[src/shared/ivm_consts.vh]
// constants for the interrupt vector map
`ifndef IVM_CONSTS_VH
`define IVM_CONSTS_VH

`define IVM_NUM_IRQ        46
`define IVM_IRQ_W          6
`define IVM_VEC_W          6
`define IVM_ADDR_W         24
`define IVM_VEC_BASE       6'h08
`define IVM_PRI_BASE       24'h000014
`define IVM_ALT_OFFSET     24'h000100
`define IVM_NO_IRQ         6'h3f

// request numbers
`define IVM_IRQ_EXT0       0
`define IVM_IRQ_CAP1       1
`define IVM_IRQ_CMP1       2
`define IVM_IRQ_TMR1       3
`define IVM_IRQ_XFER0      4
`define IVM_IRQ_CAP2       5
`define IVM_IRQ_CMP2       6
`define IVM_IRQ_TMR2       7
`define IVM_IRQ_TMR3       8
`define IVM_IRQ_SER1_ERR   9
`define IVM_IRQ_SER1_DONE  10
`define IVM_IRQ_UART1_RX   11
`define IVM_IRQ_UART1_TX   12
`define IVM_IRQ_CONV1      13
`define IVM_IRQ_XFER1      14
`define IVM_IRQ_RSVD15     15
`define IVM_IRQ_TW1_SLV    16
`define IVM_IRQ_TW1_MST    17
`define IVM_IRQ_RSVD18     18
`define IVM_IRQ_PINCHG     19
`define IVM_IRQ_EXT1       20
`define IVM_IRQ_CONV2      21
`define IVM_IRQ_CAP7       22
`define IVM_IRQ_CAP8       23
`define IVM_IRQ_XFER2      24
`define IVM_IRQ_CMP3       25
`define IVM_IRQ_CMP4       26
`define IVM_IRQ_TMR4       27
`define IVM_IRQ_TMR5       28
`define IVM_IRQ_EXT2       29
`define IVM_IRQ_UART2_RX   30
`define IVM_IRQ_UART2_TX   31
`define IVM_IRQ_SER2_ERR   32
`define IVM_IRQ_SER2_DONE  33
`define IVM_IRQ_CAN_RX     34
`define IVM_IRQ_CAN_EVT    35
`define IVM_IRQ_XFER3      36
`define IVM_IRQ_CAP3       37
`define IVM_IRQ_CAP4       38
`define IVM_IRQ_CAP5       39
`define IVM_IRQ_CAP6       40
`define IVM_IRQ_CMP5       41
`define IVM_IRQ_CMP6       42
`define IVM_IRQ_CMP7       43
`define IVM_IRQ_CMP8       44
`define IVM_IRQ_RSVD45     45

`endif

[src/rtl/ivm_sync2.v]
// two-flop synchroniser for one pin input
`timescale 1ns/1ps
`default_nettype none
module ivm_sync2
(
	// clock and reset
	input  wire clk,
	input  wire rst_n,
	// level in and out
	input  wire din,
	output wire dout
);
	reg meta_r;
	reg sync_r;

	always @(posedge clk)
	begin
		if (!rst_n)
		begin
			meta_r <= 1'b0;
			sync_r <= 1'b0;
		end
		else
		begin
			meta_r <= din;
			sync_r <= meta_r;
		end
	end

	assign dout = sync_r;
endmodule // ivm_sync2
`default_nettype wire

[src/rtl/ivm_vec_calc.v]
// request number to vector number and table addresses
`timescale 1ns/1ps
`default_nettype none
`include "ivm_consts.vh"
module ivm_vec_calc
(
	// request number in
	input  wire [`IVM_IRQ_W-1:0]  irq_num,
	// mapping out
	output wire [`IVM_VEC_W-1:0]  vec_num,
	output wire [`IVM_ADDR_W-1:0] pri_addr,
	output wire [`IVM_ADDR_W-1:0] alt_addr
);
	wire [`IVM_ADDR_W-1:0] irq_wide;

	assign irq_wide = {{(`IVM_ADDR_W-`IVM_IRQ_W){1'b0}}, irq_num};
	assign vec_num  = irq_num + `IVM_VEC_BASE;
	assign pri_addr = `IVM_PRI_BASE + {irq_wide[`IVM_ADDR_W-2:0], 1'b0};
	assign alt_addr = pri_addr + `IVM_ALT_OFFSET;
endmodule // ivm_vec_calc
`default_nettype wire

[src/rtl/ivm_vector_map.v]
// interrupt request routing and vector table address mapping
// Operation
// - vector number is request number plus eight, 0 to 8, 45 to 53
// - primary table entry at 0x000014 plus twice the request number
// - alternate table entry lies exactly 0x100 above the primary entry
// - external pin interrupts 0, 1, 2 go to requests 0, 20, 29
// - capture 1,2 to 1,5; 7,8 to 22,23; 3..6 to 37..40
// - compare 1,2 to 2,6; 3,4 to 25,26; 5..8 to 41..44
// - transfer channels 0..3 raise requests 4, 14, 24, 36
// - serial port 1 error 9, done 10; port 2 error 32, done 33
// - uart 1 receive 11, transmit 12; uart 2 receive 30, transmit 31
// - converter 1 done is request 13, converter 2 done is 21
// - two-wire 1 slave events request 16, master events request 17
// - can receive-data-ready is request 34, can event is 35
// - pin change notification is request 19
`timescale 1ns/1ps
`default_nettype none
`include "ivm_consts.vh"
module ivm_vector_map
(
	// clock and reset
	input  wire                    clk,
	input  wire                    rst_n,
	// external pin interrupts, asynchronous
	input  wire                    ext_pin_irq_0,
	input  wire                    ext_pin_irq_1,
	input  wire                    ext_pin_irq_2,
	// capture and compare units, index 0 is unit 1
	input  wire [7:0]              capture_irq,
	input  wire [7:0]              compare_irq,
	// timers, index 0 is timer 1
	input  wire [4:0]              timer_irq,
	// transfer channels 0..3
	input  wire [3:0]              transfer_irq,
	// serial, uart, converter, two-wire, can, pin change
	input  wire                    serial_port_1_error_irq,
	input  wire                    serial_port_1_done_irq,
	input  wire                    serial_port_2_error_irq,
	input  wire                    serial_port_2_done_irq,
	input  wire                    uart_1_receive_irq,
	input  wire                    uart_1_transmit_irq,
	input  wire                    uart_2_receive_irq,
	input  wire                    uart_2_transmit_irq,
	input  wire                    converter_1_done_irq,
	input  wire                    converter_2_done_irq,
	input  wire                    two_wire_1_slave_irq,
	input  wire                    two_wire_1_master_irq,
	input  wire                    can_1_receive_irq,
	input  wire                    can_1_event_irq,
	input  wire                    pin_change_irq,
	// lookup port for the core's vector fetch
	input  wire [`IVM_IRQ_W-1:0]   lookup_irq,
	output reg  [`IVM_VEC_W-1:0]   lookup_vec_r,
	output reg  [`IVM_ADDR_W-1:0]  lookup_pri_r,
	output reg  [`IVM_ADDR_W-1:0]  lookup_alt_r,
	output reg                     lookup_valid_r,
	// request vector and pending mapping to the core
	output reg  [`IVM_NUM_IRQ-1:0] irq_req_r,
	output reg                     pend_any_r,
	output reg  [`IVM_IRQ_W-1:0]   pend_irq_r,
	output reg  [`IVM_VEC_W-1:0]   pend_vec_r,
	output reg  [`IVM_ADDR_W-1:0]  pend_pri_r,
	output reg  [`IVM_ADDR_W-1:0]  pend_alt_r
);
	wire                    ext0_s;
	wire                    ext1_s;
	wire                    ext2_s;
	reg  [`IVM_NUM_IRQ-1:0] req_nxt;
	reg  [`IVM_IRQ_W-1:0]   low_nxt;
	reg                     any_nxt;
	wire [`IVM_VEC_W-1:0]   lk_vec;
	wire [`IVM_ADDR_W-1:0]  lk_pri;
	wire [`IVM_ADDR_W-1:0]  lk_alt;
	wire [`IVM_VEC_W-1:0]   pd_vec;
	wire [`IVM_ADDR_W-1:0]  pd_pri;
	wire [`IVM_ADDR_W-1:0]  pd_alt;

	// pins come from outside the clock domain
	ivm_sync2 u_sync0
	(
		.clk   (clk),
		.rst_n (rst_n),
		.din   (ext_pin_irq_0),
		.dout  (ext0_s)
	);

	ivm_sync2 u_sync1
	(
		.clk   (clk),
		.rst_n (rst_n),
		.din   (ext_pin_irq_1),
		.dout  (ext1_s)
	);

	ivm_sync2 u_sync2
	(
		.clk   (clk),
		.rst_n (rst_n),
		.din   (ext_pin_irq_2),
		.dout  (ext2_s)
	);

	// source routing onto request numbers
	always @*
	begin
		req_nxt = {`IVM_NUM_IRQ{1'b0}};
		req_nxt[`IVM_IRQ_EXT0]      = ext0_s;
		req_nxt[`IVM_IRQ_EXT1]      = ext1_s;
		req_nxt[`IVM_IRQ_EXT2]      = ext2_s;
		req_nxt[`IVM_IRQ_CAP1]      = capture_irq[0];
		req_nxt[`IVM_IRQ_CAP2]      = capture_irq[1];
		req_nxt[`IVM_IRQ_CAP7]      = capture_irq[6];
		req_nxt[`IVM_IRQ_CAP8]      = capture_irq[7];
		req_nxt[`IVM_IRQ_CAP3]      = capture_irq[2];
		req_nxt[`IVM_IRQ_CAP4]      = capture_irq[3];
		req_nxt[`IVM_IRQ_CAP5]      = capture_irq[4];
		req_nxt[`IVM_IRQ_CAP6]      = capture_irq[5];
		req_nxt[`IVM_IRQ_CMP1]      = compare_irq[0];
		req_nxt[`IVM_IRQ_CMP2]      = compare_irq[1];
		req_nxt[`IVM_IRQ_CMP3]      = compare_irq[2];
		req_nxt[`IVM_IRQ_CMP4]      = compare_irq[3];
		req_nxt[`IVM_IRQ_CMP5]      = compare_irq[4];
		req_nxt[`IVM_IRQ_CMP6]      = compare_irq[5];
		req_nxt[`IVM_IRQ_CMP7]      = compare_irq[6];
		req_nxt[`IVM_IRQ_CMP8]      = compare_irq[7];
		req_nxt[`IVM_IRQ_XFER0]     = transfer_irq[0];
		req_nxt[`IVM_IRQ_XFER1]     = transfer_irq[1];
		req_nxt[`IVM_IRQ_XFER2]     = transfer_irq[2];
		req_nxt[`IVM_IRQ_XFER3]     = transfer_irq[3];
		req_nxt[`IVM_IRQ_SER1_ERR]  = serial_port_1_error_irq;
		req_nxt[`IVM_IRQ_SER1_DONE] = serial_port_1_done_irq;
		req_nxt[`IVM_IRQ_SER2_ERR]  = serial_port_2_error_irq;
		req_nxt[`IVM_IRQ_SER2_DONE] = serial_port_2_done_irq;
		req_nxt[`IVM_IRQ_UART1_RX]  = uart_1_receive_irq;
		req_nxt[`IVM_IRQ_UART1_TX]  = uart_1_transmit_irq;
		req_nxt[`IVM_IRQ_UART2_RX]  = uart_2_receive_irq;
		req_nxt[`IVM_IRQ_UART2_TX]  = uart_2_transmit_irq;
		req_nxt[`IVM_IRQ_CONV1]     = converter_1_done_irq;
		req_nxt[`IVM_IRQ_CONV2]     = converter_2_done_irq;
		req_nxt[`IVM_IRQ_TW1_SLV]   = two_wire_1_slave_irq;
		req_nxt[`IVM_IRQ_TW1_MST]   = two_wire_1_master_irq;
		req_nxt[`IVM_IRQ_CAN_RX]    = can_1_receive_irq;
		req_nxt[`IVM_IRQ_CAN_EVT]   = can_1_event_irq;
		req_nxt[`IVM_IRQ_PINCHG]    = pin_change_irq;
		req_nxt[`IVM_IRQ_TMR1]      = timer_irq[0];
		req_nxt[`IVM_IRQ_TMR2]      = timer_irq[1];
		req_nxt[`IVM_IRQ_TMR3]      = timer_irq[2];
		req_nxt[`IVM_IRQ_TMR4]      = timer_irq[3];
		req_nxt[`IVM_IRQ_TMR5]      = timer_irq[4];
		// held low last so no stray write can reach them
		req_nxt[`IVM_IRQ_RSVD15]    = 1'b0;
		req_nxt[`IVM_IRQ_RSVD18]    = 1'b0;
		req_nxt[`IVM_IRQ_RSVD45]    = 1'b0;
	end

	// lowest pending number; natural order stands in for priority here
	// an explicit chain, so no loop variable is shared between processes
	always @*
	begin
		any_nxt = |irq_req_r;
		if (irq_req_r[0])
			low_nxt = 6'h00;
		else if (irq_req_r[1])
			low_nxt = 6'h01;
		else if (irq_req_r[2])
			low_nxt = 6'h02;
		else if (irq_req_r[3])
			low_nxt = 6'h03;
		else if (irq_req_r[4])
			low_nxt = 6'h04;
		else if (irq_req_r[5])
			low_nxt = 6'h05;
		else if (irq_req_r[6])
			low_nxt = 6'h06;
		else if (irq_req_r[7])
			low_nxt = 6'h07;
		else if (irq_req_r[8])
			low_nxt = 6'h08;
		else if (irq_req_r[9])
			low_nxt = 6'h09;
		else if (irq_req_r[10])
			low_nxt = 6'h0a;
		else if (irq_req_r[11])
			low_nxt = 6'h0b;
		else if (irq_req_r[12])
			low_nxt = 6'h0c;
		else if (irq_req_r[13])
			low_nxt = 6'h0d;
		else if (irq_req_r[14])
			low_nxt = 6'h0e;
		else if (irq_req_r[15])
			low_nxt = 6'h0f;
		else if (irq_req_r[16])
			low_nxt = 6'h10;
		else if (irq_req_r[17])
			low_nxt = 6'h11;
		else if (irq_req_r[18])
			low_nxt = 6'h12;
		else if (irq_req_r[19])
			low_nxt = 6'h13;
		else if (irq_req_r[20])
			low_nxt = 6'h14;
		else if (irq_req_r[21])
			low_nxt = 6'h15;
		else if (irq_req_r[22])
			low_nxt = 6'h16;
		else if (irq_req_r[23])
			low_nxt = 6'h17;
		else if (irq_req_r[24])
			low_nxt = 6'h18;
		else if (irq_req_r[25])
			low_nxt = 6'h19;
		else if (irq_req_r[26])
			low_nxt = 6'h1a;
		else if (irq_req_r[27])
			low_nxt = 6'h1b;
		else if (irq_req_r[28])
			low_nxt = 6'h1c;
		else if (irq_req_r[29])
			low_nxt = 6'h1d;
		else if (irq_req_r[30])
			low_nxt = 6'h1e;
		else if (irq_req_r[31])
			low_nxt = 6'h1f;
		else if (irq_req_r[32])
			low_nxt = 6'h20;
		else if (irq_req_r[33])
			low_nxt = 6'h21;
		else if (irq_req_r[34])
			low_nxt = 6'h22;
		else if (irq_req_r[35])
			low_nxt = 6'h23;
		else if (irq_req_r[36])
			low_nxt = 6'h24;
		else if (irq_req_r[37])
			low_nxt = 6'h25;
		else if (irq_req_r[38])
			low_nxt = 6'h26;
		else if (irq_req_r[39])
			low_nxt = 6'h27;
		else if (irq_req_r[40])
			low_nxt = 6'h28;
		else if (irq_req_r[41])
			low_nxt = 6'h29;
		else if (irq_req_r[42])
			low_nxt = 6'h2a;
		else if (irq_req_r[43])
			low_nxt = 6'h2b;
		else if (irq_req_r[44])
			low_nxt = 6'h2c;
		else if (irq_req_r[45])
			low_nxt = 6'h2d;
		else
			low_nxt = `IVM_NO_IRQ;
	end

	ivm_vec_calc u_lookup
	(
		.irq_num  (lookup_irq),
		.vec_num  (lk_vec),
		.pri_addr (lk_pri),
		.alt_addr (lk_alt)
	);

	ivm_vec_calc u_pend
	(
		.irq_num  (low_nxt),
		.vec_num  (pd_vec),
		.pri_addr (pd_pri),
		.alt_addr (pd_alt)
	);

	// lookup answers every cycle, independent of what is pending
	always @(posedge clk)
	begin
		if (!rst_n)
		begin
			lookup_vec_r   <= {`IVM_VEC_W{1'b0}};
			lookup_pri_r   <= {`IVM_ADDR_W{1'b0}};
			lookup_alt_r   <= {`IVM_ADDR_W{1'b0}};
			lookup_valid_r <= 1'b0;
		end
		else
		begin
			lookup_vec_r   <= lk_vec;
			lookup_pri_r   <= lk_pri;
			lookup_alt_r   <= lk_alt;
			// numbers past the table get no entry
			lookup_valid_r <= (lookup_irq < `IVM_NUM_IRQ);
		end
	end

	// pending follows the registered requests, one cycle behind
	always @(posedge clk)
	begin
		if (!rst_n)
		begin
			irq_req_r      <= {`IVM_NUM_IRQ{1'b0}};
			pend_any_r     <= 1'b0;
			pend_irq_r     <= `IVM_NO_IRQ;
			pend_vec_r     <= {`IVM_VEC_W{1'b0}};
			pend_pri_r     <= {`IVM_ADDR_W{1'b0}};
			pend_alt_r     <= {`IVM_ADDR_W{1'b0}};
		end
		else
		begin
			irq_req_r      <= req_nxt;
			pend_any_r     <= any_nxt;
			pend_irq_r     <= low_nxt;
			pend_vec_r     <= any_nxt ? pd_vec : {`IVM_VEC_W{1'b0}};
			pend_pri_r     <= any_nxt ? pd_pri : {`IVM_ADDR_W{1'b0}};
			pend_alt_r     <= any_nxt ? pd_alt : {`IVM_ADDR_W{1'b0}};
		end
	end
endmodule // ivm_vector_map
`default_nettype wire

[config.mk]
export PLATFORM = sky130hd
export DESIGN_NAME = ivm_vector_map
export DESIGN_NICKNAME = d
export VERILOG_FILES = /design/src/rtl/ivm_sync2.v /design/src/rtl/ivm_vec_calc.v /design/src/rtl/ivm_vector_map.v
export VERILOG_INCLUDE_DIRS = /design/src /design/src/shared
export SDC_FILE = /design/constraint.sdc
export NUM_CORES = 1
export LEC_CHECK = 0
export BUFFER_PORTS_ARGS = -buffer_cell sky130_fd_sc_hd__clkbuf_2
export CORE_UTILIZATION = 25
export DETAILED_ROUTE_END_ITERATION = 8
export SYNTH_ARGS = -nofsm -noshare
export SYNTH_HDL_FRONTEND = slang
export SYNTH_SLANG_ARGS = --single-unit
[constraint.sdc]
create_clock -name clk -period 3.8 [get_ports clk]
set_input_delay 0.19 -clock clk [delete_from_list [all_inputs] [get_ports clk]]
set_output_delay 0.19 -clock clk [all_outputs]
set_load 0.02 [all_outputs]
==> impl_metrics.xml <==
<?xml version="1.0" encoding="UTF-8"?>
<metrics>
  <group name="logic_synthesis">
    <metric name="ys_ff_latch" unit="">83</metric>
    <metric name="synthFlopType" unit="">sky130_fd_sc_hd__dfxtp_1</metric>
    <metric name="netlist_area" unit="sq um">3580</metric>
    <metric name="netlist-cell-type-count" unit="">44</metric>
    <metric name="synth_edf_count" unit="">0</metric>
    <metric name="post_synth.cell_area_avg" unit="sq um">9.50</metric>
    <metric name="syn_inst" unit="">377</metric>
    <metric name="synth-async-reset-ratio" unit="">0</metric>
    <metric name="synth_top_cells_by_area" unit="">sky130_fd_sc_hd__dfxtp_1, sky130_fd_sc_hd__buf_4, sky130_fd_sc_hd__and2_1</metric>
    <metric name="yosysWarnings" unit="">0</metric>
    <metric name="synth.yosys.seq_area_share" unit="">0.464</metric>
    <metric name="synth.top_cells.by_count" unit="">sky130_fd_sc_hd__buf_4, sky130_fd_sc_hd__dfxtp_1, sky130_fd_sc_hd__and2_1</metric>
    <metric name="synth.top_cell.area_share" unit="">0.464</metric>
    <metric name="most_area_hungry_cell_type_in_the_yosys_netlist" unit="">sky130_fd_sc_hd__dfxtp_1</metric>
    <metric name="post-synth-top-count-cell" unit="">sky130_fd_sc_hd__buf_4</metric>
  </group>
  <group name="die">
    <metric name="core.rowCount" unit="">43</metric>
    <metric name="initial_core_util" unit="">0.257</metric>
    <metric name="core_area" unit="sq um">13900</metric>
    <metric name="chipWidth" unit="um">122</metric>
    <metric name="floorplan.die_area" unit="sq um">14800</metric>
    <metric name="die_height" unit="um">122</metric>
    <metric name="ioPinCount" unit="">213</metric>
  </group>
  <group name="global_routing">
    <metric name="grt-ovfl-total" unit="">0</metric>
    <metric name="grt.total_usage" unit="">0.123</metric>
    <metric name="grt_max_degree" unit="">69</metric>
    <metric name="grt_pass1_wl" unit="um">13200</metric>
    <metric name="grt_pass1_vias" unit="">2581</metric>
    <metric name="antenna_found_initial" unit="">0</metric>
  </group>
  <group name="place">
    <metric name="buffer_ports.inserted" unit="">143</metric>
    <metric name="globalplace.congestion" unit="">0.775</metric>
    <metric name="place.detailed.hpwl" unit="um">7060</metric>
  </group>
  <group name="route">
    <metric name="number_of_drc_violations_after_detailed_routing_iteration_0" unit="">66</metric>
    <metric name="wl_final" unit="um">8620</metric>
    <metric name="drc_markers" unit="">0</metric>
    <metric name="dr_total_vias" unit="">2695</metric>
    <metric name="first_pass_iteration_count_of_the_detailed_router" unit="">4</metric>
    <metric name="route.detailed.wl_per_inst" unit="um">12.4</metric>
    <metric name="post_drt_via_cell_ratio" unit="">3.89</metric>
    <metric name="ant_nets" unit="">0</metric>
  </group>
  <group name="clock_tree">
    <metric name="clkSinkCount" unit="">83</metric>
    <metric name="htree_num_levels" unit="">3</metric>
    <metric name="number_of_buffers_inserted_during_clock_tree_synthesis" unit="">9</metric>
    <metric name="clockRootBuffer" unit="">sky130_fd_sc_hd__clkbuf_16</metric>
    <metric name="cts_max_path_buffers" unit="">2</metric>
    <metric name="postCtsHoldBufs" unit="">0</metric>
    <metric name="worstSkewPairLatency" unit="ns">0.34</metric>
    <metric name="post_cts_sizing" unit="">0</metric>
    <metric name="cts_tree" unit="">built</metric>
    <metric name="cts_setup_buffers" unit="">0</metric>
    <metric name="clk_transition_reported_paths" unit="ns">0.06</metric>
  </group>
  <group name="sta">
    <metric name="fin_tns_setup" unit="ns">0</metric>
    <metric name="rsz0062_at_grt" unit="">false</metric>
    <metric name="final_period_minus_worst_setup_slack" unit="ns">2.62</metric>
    <metric name="final-max-slew-violation-count" unit="">0</metric>
    <metric name="max_freq" unit="MHz">382</metric>
    <metric name="tightestPinTransition" unit="ns">0.669</metric>
    <metric name="report.final.setup_viol" unit="">0</metric>
    <metric name="final-hold-violation-count" unit="">0</metric>
    <metric name="finalClockSkew" unit="ns">0.00574</metric>
    <metric name="max-slew-margin-rel" unit="">0.550</metric>
    <metric name="post-route-period-util" unit="">0.688</metric>
  </group>
  <group name="setup_path">
    <metric name="timing.critical_path.to_type" unit="">flop</metric>
    <metric name="timing.critical_path.from_type" unit="">flop</metric>
    <metric name="cp.required" unit="ns">4.02</metric>
    <metric name="setup.reg_to_reg.worst_slack" unit="ns">1.18</metric>
    <metric name="worst-path-max-fanout" unit="">4</metric>
    <metric name="setup.worst_path.class" unit="">reg2reg</metric>
    <metric name="cp.arrival" unit="ns">2.83</metric>
  </group>
  <group name="final_layout">
    <metric name="num_antenna_cells" unit="">0</metric>
    <metric name="area_delta_synth_final" unit="%">23.6</metric>
    <metric name="layout-drive-gt1-share" unit="">0.327</metric>
    <metric name="n_fill_cell" unit="">1513</metric>
    <metric name="finish.net_count" unit="">565</metric>
  </group>
  <group name="pwr">
    <metric name="power.static_leakage" unit="uW">0.00220</metric>
    <metric name="vdd_drop_max" unit="mV">0.286</metric>
    <metric name="cellPowerDensity" unit="nW/um^2">501</metric>
    <metric name="design_power_total" unit="uW">2220</metric>
  </group>
  <group name="outcome">
    <metric name="status" unit="">complete, no violations</metric>
  </group>
  <group name="job">
    <metric name="drv_cap" unit="">0</metric>
  </group>
  <group name="hold_path">
    <metric name="hold_class" unit="">in2reg</metric>
  </group>
</metrics>
-- cell families (layout without fill, tap and decap cells) --
kind of cell	count (synthesis)	count (layout)	synth area share
adder cells (fa/ha/maj)	6	6	0.0210
XOR/XNOR	8	8	0.0196
other	1	70	0.00105
AO/OA/AOI/OAI	42	42	0.0762
flip-flops	83	83	0.464
buffers and inverters	108	175	0.205
AND/OR/NAND/NOR	129	129	0.213
-- per-stage QoR --
stage          std cells  setup slack, ns  hold slack (ns)   util  area [sq um]
2_1_floorplan        446             1.36            0.218      -          3840
3_3_place_gp         677             1.30            0.398  0.295          4110
3_5_place_dp         677             1.16            0.401  0.295          4110
4_1_cts              693             1.15           0.0352  0.318          4420
5_1_grt              693            0.919           0.0391  0.318          4420
6_report             693             1.18           0.0517  0.318          4420
-- worst max-delay path: stages (launching register included) --
cell	delay, ns
sky130_fd_sc_hd__dfxtp_1	0.33
sky130_fd_sc_hd__or4_1	0.55
sky130_fd_sc_hd__a2111oi_0	0.39
sky130_fd_sc_hd__o31ai_1	0.13
sky130_fd_sc_hd__o21ai_0	0.27
sky130_fd_sc_hd__a211oi_1	0.19
sky130_fd_sc_hd__ha_1	0.27
sky130_fd_sc_hd__a21oi_1	0.16
sky130_fd_sc_hd__xor2_1	0.15
sky130_fd_sc_hd__nor2_1	0.05
-- worst paths after layout --
path / startpoint / endpoint / cells after the start
worst max-delay path: irq_req_r[23] / pend_alt_r[6] / 9
worst max register to register: irq_req_r[23] / pend_alt_r[6] / 9
worst min register to register: u_sync2.meta_r / u_sync2.dout / 1
worst min-delay path: converter_2_done_irq / irq_req_r[21] / 2
-- state kept, by name (all words and copies together), names as in the netlist, 6 cells and up --
register	cells
irq_req_r	43
lookup_alt_r	7
pend_alt_r	7
lookup_vec_r	6
pend_irq_r	6
pend_vec_r	6
-- where the power goes --
| part | switching (uW) | leakage [uW] | internal [uW] | total [uW] |
|---|---|---|---|---|
| Sequential | 42.2 | 0.000691 | 923 | 966 |
| Clock | 364 | 0.000147 | 533 | 897 |
| Combinational | 237 | 0.00136 | 118 | 354 |
-- layer usage --
metal,track usage,wire [um],vias up
met3,0.0707,931,11
met1,0.126,3360,1205
li1,-,-,1330
met4,0.0424,138,0
met2,0.207,4190,149
met5,0,0,-
-- placed cells by master, fill, tap and decap left out, types with 3 or more instances in the layout --
cell type                   synthesis  final
sky130_fd_sc_hd__clkbuf_16          0      9
sky130_fd_sc_hd__nor2b_1            5      5
sky130_fd_sc_hd__a21oi_1           13     13
sky130_fd_sc_hd__and2_1            60     60
sky130_fd_sc_hd__o31ai_1            3      3
sky130_fd_sc_hd__conb_1             1     70
sky130_fd_sc_hd__nor2_1            28     28
sky130_fd_sc_hd__or4_1              5      5
sky130_fd_sc_hd__clkbuf_2           0    143
sky130_fd_sc_hd__dfxtp_1           83     83
sky130_fd_sc_hd__o21ai_0            8      8
sky130_fd_sc_hd__xnor2_1            6      6
sky130_fd_sc_hd__nand2b_1           3      3
sky130_fd_sc_hd__nand2_1            5      5
sky130_fd_sc_hd__inv_1             14     14
sky130_fd_sc_hd__nor4_1             9      9
sky130_fd_sc_hd__ha_1               6      6
-- final cells by class --
type                    count  area, sq um  share of cell area
flip-flops and latches     83         1660               0.376
clock buffers              10          239              0.0540
inverters                  15         58.8              0.0133
multi-input cells         255         1440               0.326
clock inverters             6         73.8              0.0167
well taps                 180          225              0.0509
repair buffers            144          723               0.163
Power figures use the tool's default switching activity.
